$ cat src/sac_pkg.sv
// package: constants and types for the converter control block
package sac_pkg;
  localparam int SAC_RES_W = 16;
  localparam int SAC_CONV_EDGES = 16;
  localparam int SAC_CNT_W = 5;
  localparam logic [SAC_CNT_W-1:0] SAC_LATCH_EDGE = 5'h11;
  localparam logic [15:0] SAC_RESULT_RST = 16'h0000;
  localparam int SAC_MIN_CLK_KHZ = 25;
  localparam int SAC_MAX_CLK_KHZ = 10000;
  localparam int SAC_CONVERSION_START_N_LOW_NS = 20;
  localparam int SAC_SYS_PERIOD_NS = 10;
  localparam int SAC_CONVERSION_START_N_LOW_CYC =
    (SAC_CONVERSION_START_N_LOW_NS + SAC_SYS_PERIOD_NS - 1) / SAC_SYS_PERIOD_NS;
  typedef enum logic [1:0] {SAC_IDLE, SAC_WAIT, SAC_CONV} sac_state_t;
endpackage

$ cat src/sac_rd_if.sv
// interface: result word and read-side controls between sequencer and bus
`timescale 1ns/1ps
interface sac_rd_if;
  logic [15:0] result;
  logic rd_en;
  logic half_sel;
  modport seq (output result, output rd_en, output half_sel);
  modport bus (input result, input rd_en, input half_sel);
endinterface

$ cat src/sac_top.sv
// module: conversion sequencer and result register of the converter
`timescale 1ns/1ps
module sac_top
  import sac_pkg::*;
(
  input wire clk,
  input wire rst,
  input wire conversion_start_n,
  input wire conv_clk,
  input wire chip_sel_n,
  input wire read_n,
  input wire half_sel,
  input wire [15:0] sar_code,
  output logic busy,
  output logic sample_hold,
  output logic [15:0] result_output_bus,
  output logic result_bus_oe
);
  //--------------------------------------------------------------
  // register state
  //--------------------------------------------------------------
  // every register of this module lives in one struct: the pin
  // synchronisers, the edge detectors and the sequencer; one
  // always_comb works out the next copy and one always_ff keeps it
  typedef struct packed {
    logic [4:0] sync1; // first stage, read only by the second stage
    logic [4:0] sync2; // second stage, the copy that logic may read
    sac_state_t st; // sequencer state
    logic start_prev; // start strobe one cycle ago
    logic cclk_prev; // conversion clock one cycle ago
    logic [SAC_CNT_W-1:0] edges; // conversion clock rises seen so far
    logic busy; // conversion in progress
    logic hold; // sampler held
    logic [15:0] result; // output register
  } sac_seq_t;
  sac_seq_t s_q, s_d;

  // count of the sixteenth rise, the last one before the latch
  localparam logic [SAC_CNT_W-1:0] LAST_EDGE = SAC_LATCH_EDGE - 5'h01;

  //--------------------------------------------------------------
  // input synchronisers
  //--------------------------------------------------------------
  // pins are asynchronous to clk; bit order is start strobe,
  // conversion clock, chip select, read strobe, half select
  logic [4:0] pins;
  assign pins = {conversion_start_n, conv_clk, chip_sel_n, read_n, half_sel};

  // named copies of the second stage; two flops cost two cycles of
  // latency on every pin, traded for freedom from metastability
  logic start_n_s, cclk_s, cs_n_s, rd_n_s, half_s;
  assign start_n_s = s_q.sync2[4];
  assign cclk_s = s_q.sync2[3];
  assign cs_n_s = s_q.sync2[2];
  assign rd_n_s = s_q.sync2[1];
  assign half_s = s_q.sync2[0];

  //--------------------------------------------------------------
  // edge detection
  //--------------------------------------------------------------
  // the previous values reset high like the synchronisers, so a
  // strobe idling high shows no fall and a clock parked low shows
  // only a fall after reset, never a false rise
  logic start_fall, cclk_rise, start_req, latch_now;
  assign start_fall = s_q.start_prev && !start_n_s;
  assign cclk_rise = !s_q.cclk_prev && cclk_s;
  // a strobe fall requests a conversion only with chip select low
  assign start_req = start_fall && !cs_n_s;
  // the seventeenth counted rise latches the result
  assign latch_now = (s_q.st == SAC_CONV) && cclk_rise
    && (s_q.edges == LAST_EDGE);

  //--------------------------------------------------------------
  // conversion sequencer
  //--------------------------------------------------------------
  // idle until a start request, wait for the first conversion clock
  // rise, then count rises until the seventeenth latches the result
  always_comb begin
    s_d = s_q;
    // synchroniser stages and edge detector history shift every cycle
    s_d.sync1 = pins;
    s_d.sync2 = s_q.sync1;
    s_d.start_prev = start_n_s;
    s_d.cclk_prev = cclk_s;
    unique case (s_q.st)
      SAC_IDLE: begin
        if (start_req) begin
          s_d.st = SAC_WAIT;
          s_d.hold = 1'b1;
          s_d.busy = 1'b1;
          s_d.edges = '0;
        end
      end
      SAC_WAIT: begin
        // further strobe falls are simply not looked at here
        if (cclk_rise) begin
          s_d.st = SAC_CONV;
          s_d.edges = 5'h01; // rise one
        end
      end
      SAC_CONV: begin
        // strobe falls are not looked at during conversion either
        if (cclk_rise) begin
          s_d.edges = s_q.edges + 5'h01;
        end
        if (latch_now) begin
          // the core hands its code over in two's complement
          s_d.result = sar_code;
          s_d.busy = 1'b0;
          s_d.hold = 1'b0; // sampler tracks again
          s_d.st = SAC_IDLE;
        end
      end
    endcase
  end

  // synchronous reset; a reset in mid-conversion abandons it and
  // clears the result, since a half-counted code is worthless
  always_ff @(posedge clk) begin
    if (rst) begin
      s_q.sync1 <= '1;
      s_q.sync2 <= '1;
      s_q.st <= SAC_IDLE;
      s_q.start_prev <= 1'b1;
      s_q.cclk_prev <= 1'b1;
      s_q.edges <= '0;
      s_q.busy <= 1'b0;
      s_q.hold <= 1'b0;
      s_q.result <= SAC_RESULT_RST;
    end else begin
      s_q <= s_d;
    end
  end
  // outputs straight from the state flops
  assign busy = s_q.busy;
  assign sample_hold = s_q.hold;

  //--------------------------------------------------------------
  // read path
  //--------------------------------------------------------------
  // the bus sees the result register, the combined read enable and
  // the retimed half select; its outputs are one flop behind these
  sac_rd_if rif ();
  assign rif.result = s_q.result;
  assign rif.rd_en = !cs_n_s && !rd_n_s;
  assign rif.half_sel = half_s;

  sac_rdbus u_bus (
    .clk(clk),
    .rst(rst),
    .rif(rif),
    .bus_d(result_output_bus),
    .bus_oe(result_bus_oe)
  );
endmodule

$ cat src/sac_rdbus.sv
// module: parallel output bus driver with half-word select
`timescale 1ns/1ps
module sac_rdbus
  import sac_pkg::*;
(
  input wire clk,
  input wire rst,
  sac_rd_if.bus rif,
  output logic [15:0] bus_d,
  output logic bus_oe
);
  typedef struct packed {
    logic [15:0] data;
    logic oe;
  } sac_bus_st_t;
  sac_bus_st_t s_q, s_d;

  // choose word or upper byte; the select is only retimed, never clocked gated
  always_comb begin
    s_d.oe = rif.rd_en;
    if (rif.half_sel) begin
      s_d.data = {8'h00, rif.result[15:8]};
    end else begin
      s_d.data = rif.result;
    end
  end

  always_ff @(posedge clk) begin
    if (rst) begin
      s_q <= '0;
    end else begin
      s_q <= s_d;
    end
  end
  assign bus_d = s_q.data;
  assign bus_oe = s_q.oe;
endmodule

$ cat config.mk
export PLATFORM = sky130hd
export DESIGN_NAME = sac_top
export DESIGN_NICKNAME = d
export VERILOG_FILES = /design/src/sac_pkg.sv /design/src/sac_rd_if.sv /design/src/sac_top.sv /design/src/sac_rdbus.sv
export SDC_FILE = /design/constraint.sdc
export NUM_CORES = 1
export LEC_CHECK = 0
export BUFFER_PORTS_ARGS = -buffer_cell sky130_fd_sc_hd__buf_2
export CELL_PAD_IN_SITES_DETAIL_PLACEMENT = 0
export CELL_PAD_IN_SITES_GLOBAL_PLACEMENT = 1
export CORE_MARGIN = 4
export CORE_UTILIZATION = 44
export CTS_BUF_LIST = sky130_fd_sc_hd__clkbuf_8 sky130_fd_sc_hd__clkbuf_16
export CTS_CLUSTER_SIZE = 12
export DETAILED_ROUTE_END_ITERATION = 8
export GPL_TIMING_DRIVEN = 1
export PLACE_DENSITY = 0.92
export SLEW_MARGIN = 25
export SYNTH_ARGS = -nofsm -noshare
export SYNTH_HDL_FRONTEND = slang
export SYNTH_HIERARCHICAL = 1
export SYNTH_SLANG_ARGS = --single-unit
$ cat constraint.sdc
create_clock -name clk -period 3 [get_ports clk]
set_clock_uncertainty 0.05 [all_clocks]
set_input_delay 0.45 -clock clk [delete_from_list [all_inputs] [get_ports clk]]
set_output_delay 0.45 -clock clk [all_outputs]
set_load 0.05 [all_outputs]
* Word level (Yosys, flattened, before mapping)
Cells that the tools add are included.
W data, S select, Z words.
** Storage, ports and cells
- Input port bits :: 23
- Output and inout bits :: 19
- Word-level logic and storage cells :: 48
- Bits in registers :: 54
** Cells by class
- Eq/ne operators :: 7
- Mux-type cells :: 11
- $add $sub $neg :: 1
- Reductions and logical operators :: 17
** Operator list (count)
- $mux W18 :: 1
- $pmux W5 S3 :: 1
- $mux W5 :: 2
- $reduce_and A3 Y1 :: 3
- $mux W8 :: 1
- $ne A2 B2 Y1 const B :: 4
- $mux W7 :: 1
- $logic_and A1 B1 Y1 :: 6
- $mux W2 :: 3
- $pmux W2 S3 :: 1
- $add A5 B1 Y5 const B :: 1
- $eq A5 B5 Y1 const B :: 1
- $logic_not A1 Y1 :: 4
- $pmux W2 S2 :: 1
- $eq A2 B1 Y1 const B :: 1
- $eq A2 B2 Y1 const B :: 1
- $logic_not A2 Y1 :: 1
- $reduce_and A2 Y1 :: 1
- $reduce_bool A2 Y1 :: 1
- $reduce_or A2 Y1 :: 1

* Longest topological paths before layout
Gate-level depths: netlist of the first run.
- Depth in word-level cells :: 6
- Depth in mapped cells :: 7
- Depth with buffers taken out :: 6

* By module
Netlist of the first run, hierarchy kept.
** By module, submodules not included
- sac_top :: area an instance 1443.9 um^2, cells each 143, sequential area each 720.7 um^2, times used 1
- sac_rdbus :: area an instance 545.5 um^2, cells each 45, sequential area each 340.3 um^2, times used 1

* Worst setup path before layout of the first run
OpenSTA, ideal clock, no wires.
- Kind :: register to register
- Start point :: register s_q[18] (netlist name)
- End point :: register, netlist name rif.result[10]
- Setup slack :: 1.313 ns
- Stages on the path, launching flop included :: 8
- Data arrival time :: 1.510 ns
- Data required time :: 2.822 ns
- Path buffers :: 1
- Setup time :: 0.128 ns
- Clock period less this slack :: 1.687 ns
- Cell sequence :: dfxtp_1 inv_1 ha_1 and4bb_2 nand3_2 buf_2 mux2i_1 nor2_1
** Between the ends
- Word-level cells in the longest chain between the ends :: 3
** Ends and longest elaborated chain
- start, declared :: line sac_top.sv:36 : sac_seq_t s_q, s_d;
- $eq A5 B5 Y1 :: line sac_top.sv:71 : && (s_q.edges == LAST_EDGE);
- $logic_and A1 B1 Y1 :: line sac_top.sv:71
- $reduce_and A2 Y1 (no line)
Every way passes these cells.
A chain may end at the register's enable or synchronous reset.

* Final worst setup path of the first run
- Start point :: register s_q (netlist bit cclk_s)
- End point :: register, netlist name rif.result[6]
** Between the ends
- Word-level cells in the longest chain between the ends :: 4
** Ends and longest elaborated chain
- $logic_and A1 B1 Y1 :: line sac_top.sv:66 : assign cclk_rise = !s_q.cclk_prev && cclk_s;
- $logic_and A1 B1 Y1 :: line sac_top.sv:70 : assign latch_now = (s_q.st == SAC_CONV) && cclk_rise
- $logic_and A1 B1 Y1 :: line sac_top.sv:71
- $reduce_and A2 Y1 (no line)
Every way passes these cells.

==> results of run 1 <==
==> per-layer routing <==
layer | part of all wire [%] | wire, microns | GRT usage (%) | vias to the layer above
li1 | - | - | - | 698
met1 | 47 | 1471 | 14.37 | 601
met2 | 47 | 1477 | 17.41 | 25
met3 | 5.3 | 166 | 3.471 | 2
met4 | 0.45 | 14 | 4.660 | 0
met5 | 0 | 0 | 0 | -
==> power groups by stage <==
stage          Combinational [W]  Clock, W  Sequential (W)
5_1_grt                 0.000138  0.000530        0.000727
3_5_place_dp            0.000127         0        0.000742
4_1_cts                 0.000128  0.000506        0.000725
2_1_floorplan          0.0000945         0        0.000747
3_3_place_gp            0.000128         0        0.000741
6_report                0.000127  0.000491        0.000725
==> flip-flops by register name, summed over array words and instances (netlist names) <==
register / count
busy: 1
u_bus/bus_oe: 1
cs_n_s: 1
rd_n_s: 1
u_bus/bus_d: 16
s_d: 6
rif.result: 16
cclk_s: 1
s_q: 9
half_s: 1
==> cells in the mapped netlist, types with 2 or more instances <==
| master | number |
|---|---|
| inv_1 | 7 |
| a21oi_1 | 5 |
| nand2_1 | 6 |
| buf_2 | 2 |
| dfxtp_1 | 53 |
| or4_1 | 2 |
| o21ai_0 | 4 |
| nor2b_1 | 3 |
| or2_2 | 12 |
| mux2i_1 | 24 |
| nor2_1 | 26 |
| nand3_1 | 3 |
| and2_1 | 10 |
| ha_1 | 5 |
| a31oi_1 | 2 |
| a21o_1 | 2 |
| buf_4 | 3 |
| clkbuf_1 | 4 |
| nor2_8 | 2 |
==> cells in the final DEF, fill, tap and decap left out, drive strengths merged <==
cell / n
bufinv: 1
a21o: 2
buf: 41
clkbuf: 6
or4: 2
nand2b: 1
o2bb2ai: 1
inv: 7
mux2i: 24
and4bb: 1
or3b: 1
nor2b: 3
nor3b: 1
dfxtp: 53
nand4: 1
a221oi: 1
a2bb2oi: 1
a21oi: 5
nand2: 6
clkinvlp: 1
or2: 12
ha: 5
nand3: 4
a31oi: 2
nor2: 28
a311oi: 1
a211oi: 1
and3: 1
o21ai: 4
and2: 10
==> stage by stage <==
step	setup slack [ns]	util, %	cells
after floorplan	1.313	-	188
after global placement	1.112	50.55	271
after detailed placement	1.029	50.55	271
after CTS	1.027	53.30	279
after global routing	0.8530	53.30	279
final	1.063	53.30	279
==> how the worst min path moves through the flow <==
stage                   end  startpoint  cells after the start
detailed placement   rd_n_s     s_d[28]                      1
global route        s_d[30]    conv_clk                      2
CTS                 s_d[27]    half_sel                      2
finish              s_d[29]  chip_sel_n                      2
global placement     rd_n_s     s_d[28]                      1
floorplan            cs_n_s     s_d[29]                      1
==> critical path, delay by kind of cell (launching register included) <==
kind | cells | cell delay [ns]
flops | 1 | 0.33
mux | 1 | 0.32
simple gates | 3 | 1.10
==> layout make-up <==
| cell class | count | area (sq um) |
|---|---|---|
| Multi-Input combinational cell | 118 | 843.3 |
| Clock buffer | 6 | 82.58 |
| Fill cell | 386 | 2033 |
| Inverter | 7 | 26.28 |
| Clock inverter | 2 | 37.54 |
| Tap cell | 52 | 65.06 |
| Sequential cell | 53 | 1061 |
| Timing Repair Buffer | 41 | 205.2 |
==> cell families (layout without fill, tap and decap cells) <==
family,count (synthesis),in the layout,synth area share [%]
AOI/OAI and AO/OA,18,18,6.730
adders and majority gates,5,5,3.145
buffers and inverters,17,56,4.277
DFF,53,53,53.33
muxes,24,24,12.08
and+or+nand+nor,71,71,20.44
==> impl_metrics.yaml, run 1 <==
power_and_ir_drop:
  finalPower_w: 0.001342
  switching_share_pct: 22.61
  pwr-share-comb_pct: 9.4
  irDropWorstVdd_uv: 349.1
  powerDensity_nw_per_um2: 578.2
  pwr-share-seq_pct: 54.0
  power_frac_clock_pct: 36.6
  internal-power_w: 0.001039
  p_leak_nw: 1.147
  p_sw_w: 0.0003034
synth:
  syn_nets: 216
  yosysWarningCount: 6
  synth-edff-count: 0
  synth_top_area_share_pct: 53.33
  synthesis.area_sq_um: 1989
  ys_seq_area_share_pct: 53.33
  synthTopCellsByArea: "dfxtp_1 (53%), mux2i_1 (12%), nor2_1 (4.9%), or2_2 (3.8%), and2_1 (3.1%)"
  ys.flop_type: "dfxtp_1"
  yosysTopAreaCell: "dfxtp_1"
  synth_cell_type_count: 32
  syn_area_per_cell_sq_um: 10.58
  synth_cells: 188
  async_flop_share_pct: 0
  ys_ff_latch: 53
routing:
  drt_wl_total_microns: 3129
  routed_via_density: 4.753
  first_pass_iters: 4
  wl_per_cell_microns: 11.22
  via_count: 1326
  postRouteAntennaNets: 0
  drc: 0
  drtIter0Drc: 63
clock_network:
  htree_levels: 2
  tritoncts: "yes"
  cts_buffers: 5
  cts_root_buf: "clkbuf_8"
  post_cts_resize_count: 0
  hold_buffers: 0
  insertion_delay_ns: 0.29
  clockBufferDepth: 2
  cts.clk_slew.worst_paths_ns: 0.09
  cts_setup_buffers: 0
  cts_sinks: 53
global_routing:
  grt_pass1_vias: 1136
  grt.total_usage_pct: 11.17
  grt-ovfl-total: 0
  antenna_found_initial: 0
  grt_first_pass_wirelength_microns: 4830
  grt_max_degree: 47
setup_path:
  crit_start: "cclk_s"
  r2r_cells: 4
  worstSetupPathType: "reg2reg"
  crit_chain: "nor2b_1, nand3_2, mux2i_1, nor2_1"
  worstReg2RegEnd: "rif.result[6]"
  worst_setup_path_end_kind: "flop"
  worstPathMaxFanout: 16
  crit_arrival_ns: 2.05
  crit_required_ns: 3.11
  cp-start-kind: "flop"
  regToRegStartpoint: "cclk_s"
  crit_path_top_delay_cell: "nand3_2"
  cp-endpoint: "rif.result[6]"
  cpPeakStageDelay_ns: 0.58
  worst-r2r-setup-slack_ns: 1.06
place:
  dpl_cell_area_sq_um: 2201
  hpwl_microns: 2196
  gp_congestion: 0.8573
  portBuffers: 41
sta:
  slew_headroom_pct: 46.51
  hold_viol_final: 0
  fmaxAchievable_mhz: 516.3
  grt_setup_unrepaired: "no"
  setup_tns_ns: 0
  tightest_slew_ns: 0.8023
  fin_crit_sh_pct: 64.56
  setup_viol: 0
  hold_ws_ns: 0.2802
  drv_slew: 0
  timing.final.crit_period_ns: 1.937
layout:
  synthToLayoutAreaGrowth_pct: 16.67
  drive_gt1_share_pct: 29.52
  nets: 254
  finalInstanceArea_sq_um: 2321
  antenna_cells: 0
floorplan:
  initial_core_util_pct: 45.69
  die_w_microns: 75.24
  die_area_sq_um: 5661
  rows: 24
  die_y_microns: 75.24
  boundaryPins: 42
  core-area_sq_um: 4354
outcome:
  status: "complete, no violations"
worst_hold_path:
  hold_class: "in2reg"
run:
  maxCapViolCount: 0
Power figures use the tool's default switching activity.
==> run 2, diff against run 1 <==
--- a/config.mk
+++ b/config.mk
@@ -9,12 +9,12 @@
 export CELL_PAD_IN_SITES_DETAIL_PLACEMENT = 0
 export CELL_PAD_IN_SITES_GLOBAL_PLACEMENT = 1
 export CORE_MARGIN = 4
-export CORE_UTILIZATION = 44
+export CORE_UTILIZATION = 37
 export CTS_BUF_LIST = sky130_fd_sc_hd__clkbuf_8 sky130_fd_sc_hd__clkbuf_16
 export CTS_CLUSTER_SIZE = 12
 export DETAILED_ROUTE_END_ITERATION = 8
 export GPL_TIMING_DRIVEN = 1
-export PLACE_DENSITY = 0.92
+export PLACE_DENSITY = 0.84
 export SLEW_MARGIN = 25
 export SYNTH_ARGS = -nofsm -noshare
 export SYNTH_HDL_FRONTEND = slang
==> constraint.sdc (replaced) <==
create_clock -name clk -period 1.71 [get_ports clk]
set_clock_uncertainty 0.05 [all_clocks]
set_input_delay 0.2565 -clock clk [delete_from_list [all_inputs] [get_ports clk]]
set_output_delay 0.2565 -clock clk [all_outputs]
set_load 0.05 [all_outputs]
==> run 2 against run 1 <==
Effect of this change:
- sequential cell count stayed put
- sequential share of layout area down 1.4 points
- final cell count increased by 9.7%
- core utilization decreased by 6.9 points
- via count up 3.2%
- global-route usage increased by 0.41 points
- largest cell class unchanged
- wire length grew 11%
- first-iteration DRC count is 30% lower
- count of clock-buffer cells in the layout shrank 1
- combinational power rose by 98%
- worst hold slack got worse by 0.20 ns
- die area rose by 17%
==> impl_metrics.yaml, run 2 (synthesis gave the netlist of run 1 again) <==
place:
  dpl.cell_count: 298
  gp_congestion: 0.7752
  dpl_cell_area_sq_um: 2303
  portBuffers: 41
  hpwl_microns: 2556
clock_network:
  insertion_delay_ns: 0.31
  hold_buffers: 0
  cts.clk_slew.worst_paths_ns: 0.09
  tritoncts: "yes"
  cts_setup_buffers: 0
  cts_sinks: 53
  cts_root_buf: "clkbuf_8"
  clockBufferDepth: 2
  htree_levels: 2
  cts_buffers: 5
floorplan:
  die_area_sq_um: 6614
  die_y_microns: 81.33
  rows: 26
  boundaryPins: 42
  initial_core_util_pct: 38.46
  core-area_sq_um: 5172
  die_w_microns: 81.33
layout:
  layout_common_cells: "dfxtp_1 (52), buf_2 (41), nor2_1 (26), mux2i_1 (24), or2_2 (12)"
  final_common_cell: "dfxtp_1"
  stdcell_count: 306
  finalInstanceArea_sq_um: 2400
  nets: 263
  antenna_cells: 0
  fillers: 522
  synthToLayoutAreaGrowth_pct: 20.63
  fin_util_pct: 46.40
  drive_gt1_share_pct: 33.47
setup_path:
  crit_arrival_ns: 1.80
  worstSetupPathType: "reg2reg"
  worst_setup_path_end_kind: "flop"
  worstPathMaxFanout: 5
  crit_required_ns: 1.90
  cp-start-kind: "flop"
routing:
  wl_per_cell_microns: 11.35
  drc: 0
  via_count: 1368
  routed_via_density: 4.471
  postRouteAntennaNets: 0
  drt_wl_total_microns: 3473
  first_pass_iters: 4
  drtIter0Drc: 44
sta:
  fmaxAchievable_mhz: 619.3
  slew_headroom_pct: 63.05
  setup_tns_ns: 0
  grt_setup_unrepaired: "no"
  timing.final.crit_period_ns: 1.615
  setup_viol: 0
  drv_slew: 0
  fin_crit_sh_pct: 94.44
  tightest_slew_ns: 0.5542
  hold_viol_final: 0
global_routing:
  grt-ovfl-total: 0
  grt_max_degree: 32
  grt_first_pass_wirelength_microns: 5809
  antenna_found_initial: 0
  grt.total_usage_pct: 11.58
  grt_pass1_vias: 1361
run:
  maxCapViolCount: 0
power_and_ir_drop:
  p_leak_nw: 1.181
  irDropWorstVdd_uv: 606.6
  finalPower_w: 0.002215
  powerDensity_nw_per_um2: 923.1
outcome:
  status: "complete, no violations"
worst_hold_path:
  hold_class: "in2reg"
[run 2: report_power, final]
| part | leakage (nW) | total, W | internal (W) | switching, W |
|---|---|---|---|---|
| Combinational | 0.707 | 0.000251 | 0.000109 | 0.000142 |
| Sequential | 0.430 | 0.00127 | 0.00126 | 0.0000119 |
| Clock | 0.0445 | 0.000696 | 0.000291 | 0.000405 |
[run 2: timing repair]
action	CTS	global route
resized for setup	1	2
pin swaps	0	0
endpoints found under the hold margin	0	0
endpoints found under the setup margin	1	3
[run 2: critical path, cell delays in order, from the launching register on]
cell       delay [ns]
dfxtp_1          0.38
inv_1            0.08
ha_2             0.24
nor2_8           0.11
o2bb2ai_4        0.08
or4_1            0.50
a21oi_1          0.12
[run 2: worst paths after layout]
kind | depth (start not counted) | startpoint | to | slack, ns
setup / recovery | 6 | s_q[25] | s_q[21] | 0.1
setup reg to reg | 6 | s_q[25] | s_q[21] | 0.1
hold reg to reg | 1 | s_d[28] | rd_n_s | 0.37
hold / removal | 2 | chip_sel_n | s_d[29] | 0.08
[run 2: layout make-up]
type	count	area [sq um]	share of cell area, %
multi-input cells	118	848.3	35.35
flip-flops and latches	53	1062	44.26
clock inverters	3	21.27	0.8863
inverters	7	26.28	1.095
clock buffers	5	68.82	2.868
repair buffers	50	285.3	11.89
well taps	70	87.58	3.650
[run 2: per-layer routing]
layer	wire length [microns]	track usage, %	up-vias
li1	-	-	719
met1	1505	12.55	610
met2	1688	20.36	31
met3	217	3.880	8
met4	62	5.068	0
met5	0	0	-
[run 2: per-stage QoR]
step           hold slack [ns]  setup slack (ns)
2_1_floorplan           0.3103           0.02271
3_3_place_gp            0.3408           0.07084
3_5_place_dp            0.3485           0.01939
4_1_cts                0.06460           0.02007
5_1_grt                0.07354          0.002663
6_report               0.07836           0.09515
